--- src/verilog/idcp_defs.vh ---
`ifndef IDCP_DEFS_VH
`define IDCP_DEFS_VH
// ----------------------------------------------------------------
// mode field, cycle counts, opcode upper-byte patterns
// ----------------------------------------------------------------
`define IDCP_MODE_PROTECTED   3'b000
`define IDCP_CYC_ONE          2'd1
`define IDCP_CYC_TWO          2'd2
`define IDCP_CYC_THREE        2'd3
`define IDCP_OP_TBLWT_HI      6'b1010_11
`define IDCP_OP_TABLE_LATCH_READ_OP_HI       6'b1010_00
`define IDCP_OP_TABLE_LATCH_WRITE_OP_HI       6'b1010_01
`define IDCP_OP_TBLRD_HI      6'b1010_10
`define IDCP_OP_TSTZ          8'h33
`define IDCP_OP_XORF_HI       7'b0000_110
`define IDCP_OP_BCLR_HI       5'b1000_1
`define IDCP_OP_BSET_HI       5'b1000_0
`define IDCP_OP_SKCLR_HI      5'b1001_1
`define IDCP_OP_SKSET_HI      5'b1001_0
`define IDCP_OP_BTOG_HI       5'b0011_1
`define IDCP_OP_ADDL          8'hb1
`define IDCP_OP_SUBL          8'hb2
`define IDCP_OP_IORL          8'hb3
`define IDCP_OP_XORL          8'hb4
`define IDCP_OP_ANDL          8'hb5
`define IDCP_OP_RETL          8'hb6
`define IDCP_OP_LONG_CALL_OP         8'hb7
`define IDCP_OP_MOVB          8'hb8
`define IDCP_OP_MOVR_HI       7'b1011_101
`define IDCP_OP_MOVL          8'hb0
`define IDCP_OP_MULL          8'hbc
`define IDCP_OP_GOTO_HI       3'b110
`define IDCP_OP_CALL_HI       3'b111
`define IDCP_OP_RETURN        16'h0002
`define IDCP_OP_SLEEP         16'h0003
`define IDCP_OP_WATCHDOG_CLEAR_OP        16'h0004
`define IDCP_OP_INTERRUPT_RETURN_OP        16'h0005
`define IDCP_PCL_ADDR         8'h02
`endif

--- src/verilog/idcp_alu.v ---
`timescale 1ns/1ps
`include "idcp_defs.vh"
// ----------------------------------------------------------------
// literal arithmetic and logic unit
// ----------------------------------------------------------------
module idcp_alu
(
    input  wire [2:0]  op_sel,
    input  wire [7:0]  a_in,
    input  wire [7:0]  b_in,
    output reg  [7:0]  res,
    output reg         c_out,
    output reg         dc_out,
    output reg         ov_out
);
    reg [8:0] sum;
    reg [4:0] nib;
    // 0 add, 1 sub b-a, 2 and, 3 or, 4 xor, others pass b
    always @*
    begin
        sum    = 9'h000;
        nib    = 5'h00;
        res    = b_in;
        c_out  = 1'b0;
        dc_out = 1'b0;
        ov_out = 1'b0;
        case (op_sel)
            3'd0:
            begin
                sum    = {1'b0, a_in} + {1'b0, b_in};
                nib    = {1'b0, a_in[3:0]} + {1'b0, b_in[3:0]};
                res    = sum[7:0];
                c_out  = sum[8];
                dc_out = nib[4];
                ov_out = (a_in[7] == b_in[7]) && (sum[7] != a_in[7]);
            end
            3'd1:
            begin
                sum    = {1'b0, b_in} + {1'b0, ~a_in} + 9'h001;
                nib    = {1'b0, b_in[3:0]} + {1'b0, ~a_in[3:0]} + 5'h01;
                res    = sum[7:0];
                c_out  = sum[8];
                dc_out = nib[4];
                ov_out = (b_in[7] != a_in[7]) && (sum[7] != b_in[7]);
            end
            3'd2:    res = a_in & b_in;
            3'd3:    res = a_in | b_in;
            3'd4:    res = a_in ^ b_in;
            default: res = b_in;
        endcase
    end
endmodule

--- src/verilog/idcp_core.v ---
`timescale 1ns/1ps
`include "idcp_defs.vh"
module idcp_core
#(
    parameter HAS_EXT_OPS = 1
)
(
    input  wire         core_clk,
    input  wire         rst_n,
    input  wire [2:0]   processor_mode_field,
    input  wire         protect_programmed,
    input  wire         fetch_internal,
    input  wire         tblptr_internal,
    input  wire         interrupt_event,
    input  wire [15:0]  instr,
    input  wire         instr_valid,
    input  wire [7:0]   file_rd_data,
    input  wire [7:0]   pc_latch_high,
    output reg  [7:0]   file_addr_q,
    output reg  [7:0]   file_wr_data_q,
    output reg          file_wr_q,
    output reg  [7:0]   working_register_q,
    output reg  [7:0]   bank_select_register_q,
    output reg          zero_flag_q,
    output reg          carry_flag_q,
    output reg          digit_carry_flag_q,
    output reg          overflow_flag_q,
    output reg          timeout_flag_q,
    output reg          powerdown_flag_q,
    output reg          global_interrupt_disable_q,
    output reg          watchdog_clear_q,
    output reg          sleep_req_q,
    output reg          pc_load_q,
    output reg  [15:0]  pc_target_q,
    output reg          push_q,
    output reg          pop_q,
    output reg          table_read_q,
    output reg          table_write_q,
    output reg          table_latch_rd_q,
    output reg          table_latch_wr_q,
    output reg          table_blocked_q,
    output reg          programming_q,
    output wire         readout_allowed,
    output wire         busy
);
    // ----------------------------------------------------------------
    // protection
    // ----------------------------------------------------------------
    wire protected_mode;
    wire table_ok;
    assign protected_mode = (processor_mode_field == `IDCP_MODE_PROTECTED);
    assign table_ok = !protected_mode || fetch_internal;
    assign readout_allowed = !protect_programmed;

    // ----------------------------------------------------------------
    // decode
    // ----------------------------------------------------------------
    wire [7:0] hi = instr[15:8];
    wire [7:0] lo = instr[7:0];
    wire [2:0] bidx = instr[10:8];
    wire [7:0] bmask = 8'h01 << bidx;
    reg  [1:0] cyc_left_q;
    reg        squash_q;
    wire       accept = instr_valid && (cyc_left_q == 2'd0) && !programming_q;
    wire       exec = accept && !squash_q;
    assign busy = (cyc_left_q != 2'd0) || programming_q;

    wire is_tblwt = (hi[7:2] == `IDCP_OP_TBLWT_HI);
    wire is_tblrd = (hi[7:2] == `IDCP_OP_TBLRD_HI);
    wire is_table_latch_read_op  = (hi[7:2] == `IDCP_OP_TABLE_LATCH_READ_OP_HI);
    wire is_table_latch_write_op  = (hi[7:2] == `IDCP_OP_TABLE_LATCH_WRITE_OP_HI);
    wire is_tstz  = (hi == `IDCP_OP_TSTZ);
    wire is_xorf  = (hi[7:1] == `IDCP_OP_XORF_HI);
    wire is_bclr  = (hi[7:3] == `IDCP_OP_BCLR_HI);
    wire is_bset  = (hi[7:3] == `IDCP_OP_BSET_HI);
    wire is_skclr = (hi[7:3] == `IDCP_OP_SKCLR_HI);
    wire is_skset = (hi[7:3] == `IDCP_OP_SKSET_HI);
    wire is_btog  = (hi[7:3] == `IDCP_OP_BTOG_HI);
    wire is_movr  = (hi[7:1] == `IDCP_OP_MOVR_HI) && (HAS_EXT_OPS != 0);
    wire is_mull  = (hi == `IDCP_OP_MULL) && (HAS_EXT_OPS != 0);
    wire is_goto  = (instr[15:13] == `IDCP_OP_GOTO_HI);
    wire is_call  = (instr[15:13] == `IDCP_OP_CALL_HI);
    wire is_lit_alu = (hi >= `IDCP_OP_ADDL) && (hi <= `IDCP_OP_ANDL);
    wire [15:0] mul = working_register_q * lo;

    wire skip_now = (is_tstz && (file_rd_data == 8'h00)) ||
                    (is_skclr && ((file_rd_data & bmask) == 8'h00)) ||
                    (is_skset && ((file_rd_data & bmask) != 8'h00));

    // literal alu select
    reg [2:0] alu_sel;
    always @*
    begin
        case (hi)
            `IDCP_OP_ADDL: alu_sel = 3'd0;
            `IDCP_OP_SUBL: alu_sel = 3'd1;
            `IDCP_OP_ANDL: alu_sel = 3'd2;
            `IDCP_OP_IORL: alu_sel = 3'd3;
            `IDCP_OP_XORL: alu_sel = 3'd4;
            default:       alu_sel = is_xorf ? 3'd4 : 3'd7;
        endcase
    end
    wire [7:0] alu_b = is_xorf ? file_rd_data : lo;
    wire [7:0] alu_res;
    wire       alu_c;
    wire       alu_dc;
    wire       alu_ov;
    idcp_alu u_alu
    (
        .op_sel (alu_sel),
        .a_in   (working_register_q),
        .b_in   (alu_b),
        .res    (alu_res),
        .c_out  (alu_c),
        .dc_out (alu_dc),
        .ov_out (alu_ov)
    );

    // cycles beyond the first
    reg [1:0] extra;
    always @*
    begin
        extra = 2'd0;
        if (is_goto || is_call || hi == `IDCP_OP_LONG_CALL_OP || hi == `IDCP_OP_RETL ||
            instr == `IDCP_OP_RETURN || instr == `IDCP_OP_INTERRUPT_RETURN_OP)
            extra = `IDCP_CYC_TWO - 2'd1;
        if (is_tblwt || is_tblrd)
            extra = `IDCP_CYC_TWO - 2'd1;
        if (is_tblrd && lo == `IDCP_PCL_ADDR)
            extra = `IDCP_CYC_THREE - 2'd1;
    end

    // ----------------------------------------------------------------
    // execute
    // ----------------------------------------------------------------
    always @(posedge core_clk or negedge rst_n)
    begin
        if (!rst_n)
        begin
            cyc_left_q                 <= 2'd0;
            squash_q                   <= 1'b0;
            file_addr_q                <= 8'h00;
            file_wr_data_q             <= 8'h00;
            file_wr_q                  <= 1'b0;
            working_register_q         <= 8'h00;
            bank_select_register_q     <= 8'h00;
            zero_flag_q                <= 1'b0;
            carry_flag_q               <= 1'b0;
            digit_carry_flag_q         <= 1'b0;
            overflow_flag_q            <= 1'b0;
            timeout_flag_q             <= 1'b1;
            powerdown_flag_q           <= 1'b1;
            global_interrupt_disable_q <= 1'b1;
            watchdog_clear_q           <= 1'b0;
            sleep_req_q                <= 1'b0;
            pc_load_q                  <= 1'b0;
            pc_target_q                <= 16'h0000;
            push_q                     <= 1'b0;
            pop_q                      <= 1'b0;
            table_read_q               <= 1'b0;
            table_write_q              <= 1'b0;
            table_latch_rd_q           <= 1'b0;
            table_latch_wr_q           <= 1'b0;
            table_blocked_q            <= 1'b0;
            programming_q              <= 1'b0;
        end
        else
        begin
            file_wr_q        <= 1'b0;
            watchdog_clear_q <= 1'b0;
            sleep_req_q      <= 1'b0;
            pc_load_q        <= 1'b0;
            push_q           <= 1'b0;
            pop_q            <= 1'b0;
            table_read_q     <= 1'b0;
            table_write_q    <= 1'b0;
            table_latch_rd_q <= 1'b0;
            table_latch_wr_q <= 1'b0;
            table_blocked_q  <= 1'b0;
            if (cyc_left_q != 2'd0)
                cyc_left_q <= cyc_left_q - 2'd1;
            if (programming_q && interrupt_event)
                programming_q <= 1'b0;
            if (accept)
            begin
                squash_q <= 1'b0;
                file_addr_q <= lo;
            end
            if (exec)
            begin
                cyc_left_q <= extra;
                squash_q <= skip_now;
                if (is_bclr)
                begin
                    file_wr_data_q <= file_rd_data & ~bmask;
                    file_wr_q      <= 1'b1;
                end
                if (is_bset || is_btog)
                begin
                    file_wr_data_q <= is_bset ? (file_rd_data | bmask) : (file_rd_data ^ bmask);
                    file_wr_q      <= 1'b1;
                end
                if (is_xorf)
                begin
                    zero_flag_q <= (alu_res == 8'h00);
                    if (instr[8])
                    begin
                        file_wr_data_q <= alu_res;
                        file_wr_q      <= 1'b1;
                    end
                    else
                        working_register_q <= alu_res;
                end
                if (is_lit_alu)
                begin
                    working_register_q <= alu_res;
                    zero_flag_q        <= (alu_res == 8'h00);
                end
                if (hi == `IDCP_OP_ADDL || hi == `IDCP_OP_SUBL)
                begin
                    carry_flag_q       <= alu_c;
                    digit_carry_flag_q <= alu_dc;
                    overflow_flag_q    <= alu_ov;
                end
                if (hi == `IDCP_OP_MOVL)
                    working_register_q <= lo;
                if (is_mull)
                    working_register_q <= mul[7:0];
                if (hi == `IDCP_OP_MOVB)
                    bank_select_register_q[3:0] <= lo[3:0];
                if (is_movr)
                    bank_select_register_q[7:4] <= lo[7:4];
                if (is_goto || is_call)
                begin
                    pc_load_q   <= 1'b1;
                    pc_target_q <= {3'b000, instr[12:0]};
                    push_q      <= is_call;
                end
                if (hi == `IDCP_OP_LONG_CALL_OP)
                begin
                    pc_load_q   <= 1'b1;
                    pc_target_q <= {pc_latch_high, lo};
                    push_q      <= 1'b1;
                end
                if (hi == `IDCP_OP_RETL || instr == `IDCP_OP_RETURN ||
                    instr == `IDCP_OP_INTERRUPT_RETURN_OP)
                    pop_q <= 1'b1;
                if (hi == `IDCP_OP_RETL)
                    working_register_q <= lo;
                if (instr == `IDCP_OP_INTERRUPT_RETURN_OP)
                    global_interrupt_disable_q <= 1'b0;
                if (instr == `IDCP_OP_WATCHDOG_CLEAR_OP)
                begin
                    watchdog_clear_q <= 1'b1;
                    timeout_flag_q   <= 1'b1;
                    powerdown_flag_q <= 1'b1;
                end
                if (instr == `IDCP_OP_SLEEP)
                begin
                    sleep_req_q      <= 1'b1;
                    timeout_flag_q   <= 1'b1;
                    powerdown_flag_q <= 1'b0;
                end
                if (is_tblwt || is_tblrd)
                begin
                    table_blocked_q <= !table_ok;
                    table_write_q   <= is_tblwt && table_ok;
                    table_read_q    <= is_tblrd && table_ok;
                    programming_q   <= is_tblwt && table_ok && tblptr_internal;
                end
                table_latch_rd_q <= is_table_latch_read_op;
                table_latch_wr_q <= is_table_latch_write_op;
            end
        end
    end
endmodule

--- config.mk ---
export PLATFORM = sky130hd
export DESIGN_NAME = idcp_core
export DESIGN_NICKNAME = d
export VERILOG_FILES = /design/src/verilog/idcp_alu.v /design/src/verilog/idcp_core.v
export VERILOG_INCLUDE_DIRS = /design/src /design/src/verilog
export SDC_FILE = /design/constraint.sdc
export NUM_CORES = 1
export LEC_CHECK = 0
export BUFFER_PORTS_ARGS = -buffer_cell sky130_fd_sc_hd__buf_4
export CAP_MARGIN = 10
export CORE_MARGIN = 5
export CORE_UTILIZATION = 55
export DETAILED_ROUTE_END_ITERATION = 10
export PLACE_DENSITY = 0.79
export SLEW_MARGIN = 30
export SYNTH_ARGS = -nofsm -noshare
export SYNTH_HDL_FRONTEND = slang
export SYNTH_SLANG_ARGS = --single-unit
export TNS_END_PERCENT = 10
--- constraint.sdc ---
create_clock -name core_clk -period 12 [get_ports core_clk]
set_input_delay 2.4 -clock core_clk [delete_from_list [all_inputs] [get_ports core_clk]]
set_output_delay 2.4 -clock core_clk [all_outputs]
set_load 0.02 [all_outputs]
==> After elaboration in Yosys (flattened, before gate mapping) <==
Cells that the tools add are included.
{ "totals": {"out_inout_bits": 69, "in_bits": 42, "reg_bits": 70, "elab_cells": 201} }
{ "classes": {"bitwise_logic": 10, "n_shift": 1, "mux": 60, "reduce_logical": 55, "eq_ne": 38, "multipliers": 1, "n_lt_le_gt_ge": 2, "add_sub_neg": 7} }
{ "op_table": {"columns": ["operator", "count"], "rows": [
  ["8-bit two-way mux", 12],
  ["8-bit == test, second input constant", 10],
  ["8-bit one-hot mux with 5 select lines", 1],
  ["1-bit two-way mux", 36],
  ["16-bit by 2-bit == test with 1-bit output, second input constant", 2],
  ["16-bit by 3-bit == test with 1-bit output, second input constant", 2],
  ["16-bit two-way mux", 2],
  ["8-bit bitwise AND", 3],
  ["6-bit == test, second input constant", 4],
  ["8-bit zero test", 3],
  ["5-bit == test, second input constant", 4],
  ["8-bit by 8-bit adder with 9-bit output", 2],
  ["8-bit inverter", 2],
  ["8-bit bitwise OR", 2],
  ["8-bit bitwise XOR", 2],
  ["3-bit one-hot mux with 5 select lines", 1],
  ["1-bit logical AND", 14],
  ["1-bit logical OR", 14],
  ["2-bit AND reduction", 7],
  ["2-bit nonzero test", 6],
  ["4-bit by 4-bit adder with 5-bit output", 2],
  ["2-bit two-way mux", 5],
  ["9-bit by 1-bit adder with 9-bit output, second input constant", 1],
  ["3-bit == test, second input constant", 3],
  ["24 further kinds", 34]
]} }

==> Longest topological paths before layout <==
Gate-level depths: netlist (run 1).
{ "logic_depth": {"word_depth": 11, "mapped_depth": 18, "mapped_depth_nobuf": 17} }

==> By module <==
A second synthesis (run 1) with hierarchy kept.
{ "unflattened": {"cells_unflattened": 725, "hier_area_um2": 6149.6} }
{ "modules_own_cells": {"columns": ["module", "instances", "area_per_inst_um2", "seq_area_each_um2", "cells_each"], "rows": [
  ["idcp_core", 1, 4809.6, 1729.2, 531],
  ["idcp_alu", 1, 1340.0, 0.0, 194]
]} }

==> Worst setup path after synthesis (run 1) <==
No wires, ideal clock.
{ "synth_timing": {"kind": "input port to flip-flop", "start": "in instr[4]", "end": "reg working_register_q[7]", "slack_ns": 5.649, "path_stages": 14, "required_time_ns": 11.871, "arrival_ns": 6.222, "path_buffers": 1, "cell_sequence": "clkbuf_1 -> nand2_1 -> fa_1 -> fa_1 -> inv_1 -> fa_1 -> fa_1 -> ha_1 -> a21oi_1 -> xnor3_1 -> xnor3_1 -> a21oi_1 -> a211oi_1 -> a31oi_1"} }
{ "synth_between": {"elab_chain_cells": 10} }
{ "synth_lines": {"columns": ["element", "line_no", "source"], "rows": [
  ["from (decl)", "idcp_core.v:15", "input wire [15:0] instr,"],
  ["8-bit two-way mux", "idcp_core.v:103", "wire [7:0] alu_b = is_xorf ? file_rd_data : lo;"],
  ["8-bit by 8-bit adder with 9-bit output", "idcp_alu.v:39", "sum = {1'b0, b_in} + {1'b0, ~a_in} + 9'h001;"],
  ["9-bit by 1-bit adder with 9-bit output", "idcp_alu.v:39", null],
  ["8-bit one-hot mux with 5 select lines", "idcp_alu.v:27", "case (op_sel)"],
  ["8-bit two-way mux", "idcp_core.v:206", "if (instr[8])"],
  ["8-bit two-way mux", "idcp_core.v:203", "if (is_xorf)"],
  ["8-bit two-way mux", "idcp_core.v:214", "if (is_lit_alu)"],
  ["8-bit two-way mux", "idcp_core.v:225", "if (hi == `IDCP_OP_MOVL)"],
  ["8-bit two-way mux (*)", "idcp_core.v:227", "if (is_mull)"],
  ["8-bit two-way mux (*)", "idcp_core.v:248", "if (hi == `IDCP_OP_RETL)"],
  ["to (signal assigned)", "idcp_core.v:226", "working_register_q <= lo;"],
  ["to (signal assigned)", "idcp_core.v:228", "working_register_q <= mul[7:0];"],
  ["to (signal assigned)", "idcp_core.v:249", "working_register_q <= lo;"],
  ["to (decl)", "idcp_core.v:22", "output reg [7:0] working_register_q,"]
]} }
Every way passes the cells marked *; elsewhere a longest branch is shown, timed or not. The select of a mux whose other input is x is not followed.
A chain may end at the register's enable or synchronous reset.

==> Worst setup path in the final report (run 1) <==
{ "layout_timing": {"start": "in instr[2]", "end": "reg working_register_q[7]"} }
The elaborated chain is that of the path after synthesis.

==> results of run 1 <==
==> metal layers <==
metal,vias up,wire length (um),GRT usage (%)
li1,2622,-,-
met2,276,8660,45.8
met3,47,1370,4.18
met4,0,583,10.2
met1,2760,7550,35.6
met5,-,0,0
==> layout by cell type (no fill, tap or decap), drive strengths merged, types with 4 or more instances in the layout <==
cell type  synthesis  routed
o22ai              6       6
nor4b              6       6
nor3b              5       5
nor3              17      17
xnor2             20      20
clkbuf            23      11
fa                14      14
a31oi             12      12
inv               73      73
a21oi             38      38
dfrtp             67      67
mux2              28      28
and2              13      13
ha                65      65
nor4               8       8
a21o               4       4
a32o               4       4
nor2              51      51
mux2i             19      19
nor2b              5       5
o21bai             5       5
o21a               4       4
nand2             85      85
buf               13     113
nand2b            12      12
nand3             12      12
o21ai             47      47
xor2               6       6
==> cell type report <==
type | instances | area, um2
timing repair buffer | 113 | 852
clock inverter | 4 | 25.0
sequential | 69 | 1730
fill | 918 | 3630
multi-input combinational | 537 | 4010
clock buffer | 11 | 243
tap | 140 | 175
inverter | 73 | 274
==> state kept, by name (all words and copies together) (netlist names), 2 cells and up <==
signal                  flops
cyc_left_q                  2
pc_target_q                16
bank_select_register_q      8
file_addr_q                 8
file_wr_data_q              8
working_register_q          8
==> power by group <==
| group | switching, W | internal [W] |
|---|---|---|
| clock network | 0.000100 | 0.000144 |
| registers | 0.0000667 | 0.000296 |
| logic | 0.000419 | 0.000342 |
| total | 0.000586 | 0.000781 |
==> synth_stat cells (all sizes together) (3+ instances only) <==
master	number	share of area [%]
buf	13	1.2
o21a	4	0.49
xnor2	20	2.8
nor2b	5	0.51
or4	3	0.43
nand2b	12	1.2
nand3	12	0.97
and2	13	1.3
clkbuf	23	1.4
mux2	28	5.1
o22ai	6	0.81
o21bai	5	0.61
nor2	51	3.1
a32o	4	0.65
nand3b	3	0.37
nor4b	6	0.95
nand2	85	5.2
fa	14	4.5
ha	65	13
a211oi	3	0.37
nor4	8	0.81
nor3	17	1.5
o21ai	47	3.8
o221ai	3	0.63
or2	3	0.30
inv	73	4.4
a21o	4	0.49
nor3b	5	0.61
mux2i	19	3.1
o31ai	3	0.37
xor2	6	0.85
dfrtp	67	27
a31oi	12	1.2
a21oi	38	3.1
a22oi	3	0.37
==> final timing paths <==
| kind | startpoint | end | slack, ns | cells after the start |
|---|---|---|---|---|
| max in group asynchronous | rst_n | file_wr_data_q[4]$_DFFE_PN0P_ | 9.49 | 1 |
| worst min register to register | global_interrupt_disable_q$_DFFE_PN1P_ | global_interrupt_disable_q$_DFFE_PN1P_ | 0.48 | 1 |
| worst max register to register | working_register_q[1]$_DFFE_PN0P_ | working_register_q[7]$_DFFE_PN0P_ | 7.34 | 17 |
| worst min-delay path | global_interrupt_disable_q$_DFFE_PN1P_ | global_interrupt_disable_q$_DFFE_PN1P_ | 0.48 | 1 |
| min in group asynchronous | rst_n | working_register_q[2]$_DFFE_PN0P_ | 2.06 | 1 |
| worst max-delay path | instr[2] | working_register_q[7]$_DFFE_PN0P_ | 5.83 | 18 |
==> cells by family after synthesis <==
group,count (synthesis),synth area share [%]
multiplexers,47,8.19
AND/OR/NAND/NOR,232,18.7
AO/OA/AOI/OAI,150,15.8
flip-flops,69,28.0
buffers and inverters,109,7.08
adder cells (fa/ha/maj),79,17.7
XOR/XNOR,28,4.42
other,1,0.0608
==> worst max-delay path: stages <==
cell and delay [ns]:
sky130_fd_sc_hd__buf_4 0.17, sky130_fd_sc_hd__and2_1 0.15, sky130_fd_sc_hd__ha_1 0.14, sky130_fd_sc_hd__inv_1 0.05
sky130_fd_sc_hd__fa_1 0.53, sky130_fd_sc_hd__inv_1 0.04, sky130_fd_sc_hd__ha_1 0.27, sky130_fd_sc_hd__inv_1 0.05
sky130_fd_sc_hd__fa_1 0.53, sky130_fd_sc_hd__inv_1 0.07, sky130_fd_sc_hd__fa_1 0.46, sky130_fd_sc_hd__a21o_1 0.18
sky130_fd_sc_hd__a21oi_1 0.14, sky130_fd_sc_hd__xnor3_1 0.40, sky130_fd_sc_hd__xnor3_1 0.38, sky130_fd_sc_hd__a21oi_1 0.07
sky130_fd_sc_hd__a211oi_1 0.27, sky130_fd_sc_hd__a31oi_1 0.06
==> through the flow <==
stage	area [um2]	cells	utilization, %
2_1_floorplan	6170	715	-
3_3_place_gp	7030	932	64.3
3_5_place_dp	7030	932	64.3
4_1_cts	7300	947	66.8
5_1_grt	7310	947	66.8
6_report	7310	947	66.8
==> impl.org, run 1 <==
** Route
- After detailed routing, the number of remaining DRC violations is 0.
- First DRT Iteration DRCs :: 427
- Residual antenna-violating net count after detailed routing :: 0
- The final layout contains routed wiring with a total length of 18,200 um.
- 1st-pass router iterations :: 5
- Dividing the detail-routed wire length by the instance count gives 19.2 um.
- Per-cell via count in the routed design :: 6.02
- Count of vias placed by the detailed router :: 5,705

** Critical path
- In this run the worst path has a maximum fanout of 13.
- The setup path with the least slack is of type primary input to flop.
- STA classifies the critical path endpoint as a flop.
- Data arrival time at the worst-slack endpoint :: 6.37 ns
- Crit path launch type :: primary input
- Data on the critical path is required at its endpoint by 12.20 ns.

** Yosys
- Yosys printed 0 warnings.
- Synthesis produced 715 cells.
- After synthesis, the netlist uses 68 different library cells.
- Share of the yosys chip area belonging to registers :: 28.0%
- In the synthesized netlist the async set-or-reset flop fraction comes to 100%.
- The most used flip-flop cell after synthesis is sky130_fd_sc_hd__dfrtp_1.
- In this run, synthesis inferred 0 flip-flops with an integrated enable.
- Avg Synthesized Cell Area :: 8.63 um2
- Synthesis inferred 69 register bits.
- Counting every net in the synthesized netlist gives 836.
- Cell area after synthesis :: 6170 um2

** Cells and area
- The repair_antennas step left the layout with diodes totalling 0.
- The area growth from synthesis to layout is 18.4%.
- Number of nets at the end of the flow :: 924
- Ratio of cells with drive above 1 in the final layout :: 21.6%

** Placement
- Estimated wirelength of the detail-placed design :: 13,800 um
- At the end of routability-driven placement, the weighted congestion stood at 0.963.
- Before CTS, the worst setup slack after placement is 5.53 ns.
- The count of buffers added on input and output ports is 109.

** STA
- Setup clock skew after layout :: 0.00776 ns
- Slew at the pin closest to its max-slew limit :: 0.951 ns
- Setup violations remaining at the end of the flow were counted as 0.
- Max-slew violation total from the final report :: 0
- Setup tns final :: 0 ns
- Subtracting the final worst setup slack from the clock period gives 6.17 ns.
- Of the available clock period, the critical path in the final layout requires 51.4%.
- Final setup slack of the worst path :: 5.83 ns
- Unrepaired setup endpoints after global routing :: no
- Headroom to the max-slew limit came out at 35.7%.
- Static timing analysis puts the maximum clock frequency at 162 MHz.
- On the final layout, the worst hold slack is 0.477 ns.
- The number of endpoints with negative hold slack in the final report came to 0.

** Die
- The floorplan step defined a core boundary enclosing 10,900 um2.
- Die width :: 116 um
- Row generation in the floorplan step produced 38 rows.
- The floorplan step defined a die boundary enclosing 13,400 um2.
- Starting utilization of the core area :: 56.4%
- Chip height :: 116 um
- During I/O placement, the number of pins put on the boundary was 111.

** Clocking
- Number of hold buffers added after CTS :: 0
- In this run the deepest clock path goes through 2 buffers.
- Sinks on Clock Net :: 69
- At the later pin of the worst-skew pair, clock insertion delay measures 0.34 ns.
- Clock-pin slew was measured on the worst setup and hold paths at 0.06 ns.
- In this run, CTS created clock tree buffers numbering 9.
- Root buffer cell :: sky130_fd_sc_hd__clkbuf_16
- Post-CTS Setup Bufs :: 0
- TritonCTS built the clock tree.
- CTS built an H-tree with a depth of 3.
- Total of cells resized after clock tree synthesis :: 0

** Global route
- Largest net degree at the start of global routing :: 70
- First-pass GRT wire length :: 28,700 um
- Antenna violations before repair :: 0
- Total global routing track utilization :: 27.2%
- Global routing finished with a remaining overflow of 0.
- Vias in the first global route :: 5,629

** Flow run
- Number of violations of the max-capacitance limit :: 0

** Power
- The design draws 0.00137 W.
- VDD sags by at most 0.133 mV.
- In this run the static leakage power is 3.59 nW.
- In this run the power density over the cells is 187 nW/um2.

** Status
- Outcome :: finished clean

** Hold path
- Type of the tightest min-delay check :: flop to flop
(Power assumes the default switching activity.)
==> run 2: changes to the inputs <==
- clock period: 12 -> 6.32 ns (I/O delays scaled with it)
==> impl.org, run 2 (synthesis gave the netlist of run 1 again) <==
** Cells and area
- Area growth from synthesis to layout :: 19.2%
- Number of fill cells :: 926
- In the final layout, the share of cells above drive strength 1 is 21.7%.
- Most common library cell in the layout ignoring fill and taps :: sky130_fd_sc_hd__buf_4
- Final instance area :: 7350 um2
- The library cells used most frequently in the layout, excluding fill and tap cells, are sky130_fd_sc_hd__buf_4, sky130_fd_sc_hd__nand2_1, sky130_fd_sc_hd__inv_1, sky130_fd_sc_hd__dfrtp_1, sky130_fd_sc_hd__ha_1.
- In the final layout, flip-flops and latches occupy 1730 um2.
- The number of antenna diodes in the final layout is 0.
- At the end of the flow, the number of nets in the layout was 924.
- The register with the most flip-flops in the layout has 16 of them.
- Register with the most flip-flops :: pc_target_q
- Combined area of the multi-input logic cells :: 4010 um2
- Cells fill 67.3% of the core in the end.

** Route
- Before antenna repair, the detailed router went through 5 iterations.
- Wire length per cell :: 19.4 um
- Summed over all layers, the routed wires come to 18,400 um.
- Across all layers, the routed design uses 5,707 vias.
- Remaining design rule violation count :: 0
- After the first detailed-routing iteration, the DRC count stood at 419.
- Residual antenna-violating net count after detailed routing :: 0
- After detailed routing, the number of vias per cell comes to 6.02.

** STA
- Slew at the pin closest to its max-slew limit :: 0.978 ns
- Subtracting the final worst setup slack from the clock period gives 5.01 ns.
- Final setup slack of the worst path :: 1.31 ns
- The final max-slew violation count was 0.
- Setup clock skew after layout :: 0.0104 ns
- Hold timing on the final database bottoms out at a slack of 0.469 ns.
- Max Freq :: 199 MHz
- Final Hold Viols :: 0
- Unrepaired setup endpoints after global routing :: no
- Worst max-slew margin expressed relative to the limit :: 34.6%
- Share of the clock period used by the worst path :: 79.3%
- Finish-stage setup viols :: 0
- For the final routed database, the setup TNS stands at 0 ns.

** Critical path
- Measured in cells, the most critical reg-to-reg path has a length of 13.
- The setup path with the least slack is of type primary input to flop.
- Crit path launch type :: primary input
- Largest driver fanout on the critical path :: 9
- Data on the critical path is required at its endpoint by 6.52 ns.
- The worst register-to-register path begins at working_register_q[1]$_DFFE_PN0P_.
- STA classifies the critical path endpoint as a flop.
- Worst reg2reg endpoint :: working_register_q[7]$_DFFE_PN0P_
- Worst R2R Setup Slack :: 1.66 ns
- Data arrival time at the worst-slack endpoint :: 5.21 ns

** Power
- Power density over the cells :: 362 nW/um2
- VDD sags by at most 0.305 mV.
- Leakage power summed over all cells :: 3.62 nW

** Die
- The die is 116 um tall.
- The floorplan has 38 rows.
- The initial utilization of the core area, before any placement, comes to 56.4%.
- 111 I/O pins were placed.
- The floorplan step set the die width to 116 um.
- Core ar. :: 10,900 um2
- DIE AREA :: 13,400 um2

** Hold path
- In this run the worst hold path is classified as flop to flop.
- Counting instances, the worst hold path has a depth of 1.
- The worst hold path begins at global_interrupt_disable_q$_DFFE_PN1P_.
- For hold timing, the worst endpoint is global_interrupt_disable_q$_DFFE_PN1P_.

** Clocking
- In this run, CTS created clock tree buffers numbering 9.
- Max Root-Sink Buffers :: 2
- Sinks on Clock Net :: 69
- TritonCTS built the clock tree.
- Post-CTS repair changed the size of 0 cells.
- Root buffer cell :: sky130_fd_sc_hd__clkbuf_16
- After clock tree synthesis, the clock-pin slew on the worst setup and hold paths is 0.06 ns.
- H-tree depth :: 3
- Number of hold buffers added after CTS :: 0
- Clock latency on the worst-skew pair :: 0.34 ns
- Post-CTS Setup Bufs :: 0

** Status
- Outcome :: finished clean

** Global route
- First-pass GRT wire length :: 29,500 um
- The number of antenna violations at the first check in global routing was 0.
- GRT busiest layer :: met2
- Met3 track demand over resource in global routing :: 5.01%
- Residual overflow from global routing :: 0
- Global routing used 36.5% of the available met1 tracks.
- Vias in the first global route :: 5,680
- Largest net degree at the start of global routing :: 70
- Total global routing track utilization :: 28.0%
- Routing usage on met2 :: 47.1%

** Placement
- Count of buffers from port buffering :: 109
- Placed inst area :: 7030 um2
- Estimated wirelength of the detail-placed design :: 13,900 um
- Worst setup timing slack at the placement stage :: 0.966 ns
- Final Wtd Congestion :: 0.948

** Flow run
- Number of violations of the max-capacitance limit :: 0
-- run 2: changes by cell type in the layout (fill, tap and decap cells not counted), sizes merged --
cell      previous run  this run
bufinv               0         2
clkbuf              11        10
clkinv               2         4
clkinvlp             2         0
-- run 2: worst max-delay path, cell delays in order --
cell and delay (ns):
sky130_fd_sc_hd__buf_4 0.15, sky130_fd_sc_hd__nand2_1 0.10, sky130_fd_sc_hd__fa_1 0.47, sky130_fd_sc_hd__fa_1 0.55, sky130_fd_sc_hd__inv_1 0.05, sky130_fd_sc_hd__fa_1 0.47, sky130_fd_sc_hd__fa_1 0.51, sky130_fd_sc_hd__ha_1 0.34
sky130_fd_sc_hd__a21oi_1 0.13, sky130_fd_sc_hd__xnor3_1 0.40, sky130_fd_sc_hd__xnor3_1 0.37, sky130_fd_sc_hd__a21oi_1 0.07, sky130_fd_sc_hd__a211oi_1 0.28, sky130_fd_sc_hd__a31oi_1 0.06
-- run 2: stage by stage --
stage / cells / power [W]
6_report: 948 / 0.00266
5_1_grt: 948 / 0.00286
4_1_cts: 948 / 0.00267
3_5_place_dp: 932 / 0.00212
3_3_place_gp: 932 / 0.00207
2_1_floorplan: 715 / 0.00165
-- run 2: metal layers --
layer	wire length [um]	part of all wire [%]	up-vias
met5	0	0	-
met4	605	3.3	0
met3	1520	8.3	46
met2	8800	48	291
met1	7460	41	2739
li1	-	-	2631
-- run 2: report_power, final --
part | switching [W] | internal [W] | total (W)
Clock | 0.000190 | 0.000345 | 0.000536
Sequential | 0.000126 | 0.000562 | 0.000689
Combinational | 0.000793 | 0.000647 | 0.00144
Total | 0.00111 | 0.00155 | 0.00266
-- run 2: worst max path at each step --
stage	from	endpoint	slack, ns	cells after the start
global placement	instr[2]	working_register_q[7]$_DFFE_PN0P_	1.07	18
global route	instr[12]	zero_flag_q$_DFFE_PN0P_	1.08	14
floorplan	instr[4]	working_register_q[7]$_DFFE_PN0P_	1.11	14
detailed placement	instr[2]	working_register_q[7]$_DFFE_PN0P_	0.97	18
finish	instr[4]	working_register_q[7]$_DFFE_PN0P_	1.31	14
CTS	instr[2]	working_register_q[7]$_DFFE_PN0P_	1.29	18
-- run 2: layout make-up --
| class | count | area share (%) |
|---|---|---|
| Multi-Input combinational cell | 537 | 54.5 |
| Tap cell | 140 | 2.38 |
| Sequential cell | 69 | 23.5 |
| Clock buffer | 10 | 3.11 |
| Inverter | 73 | 3.73 |
| Timing Repair Buffer | 113 | 11.6 |
| Clock inverter | 6 | 1.19 |
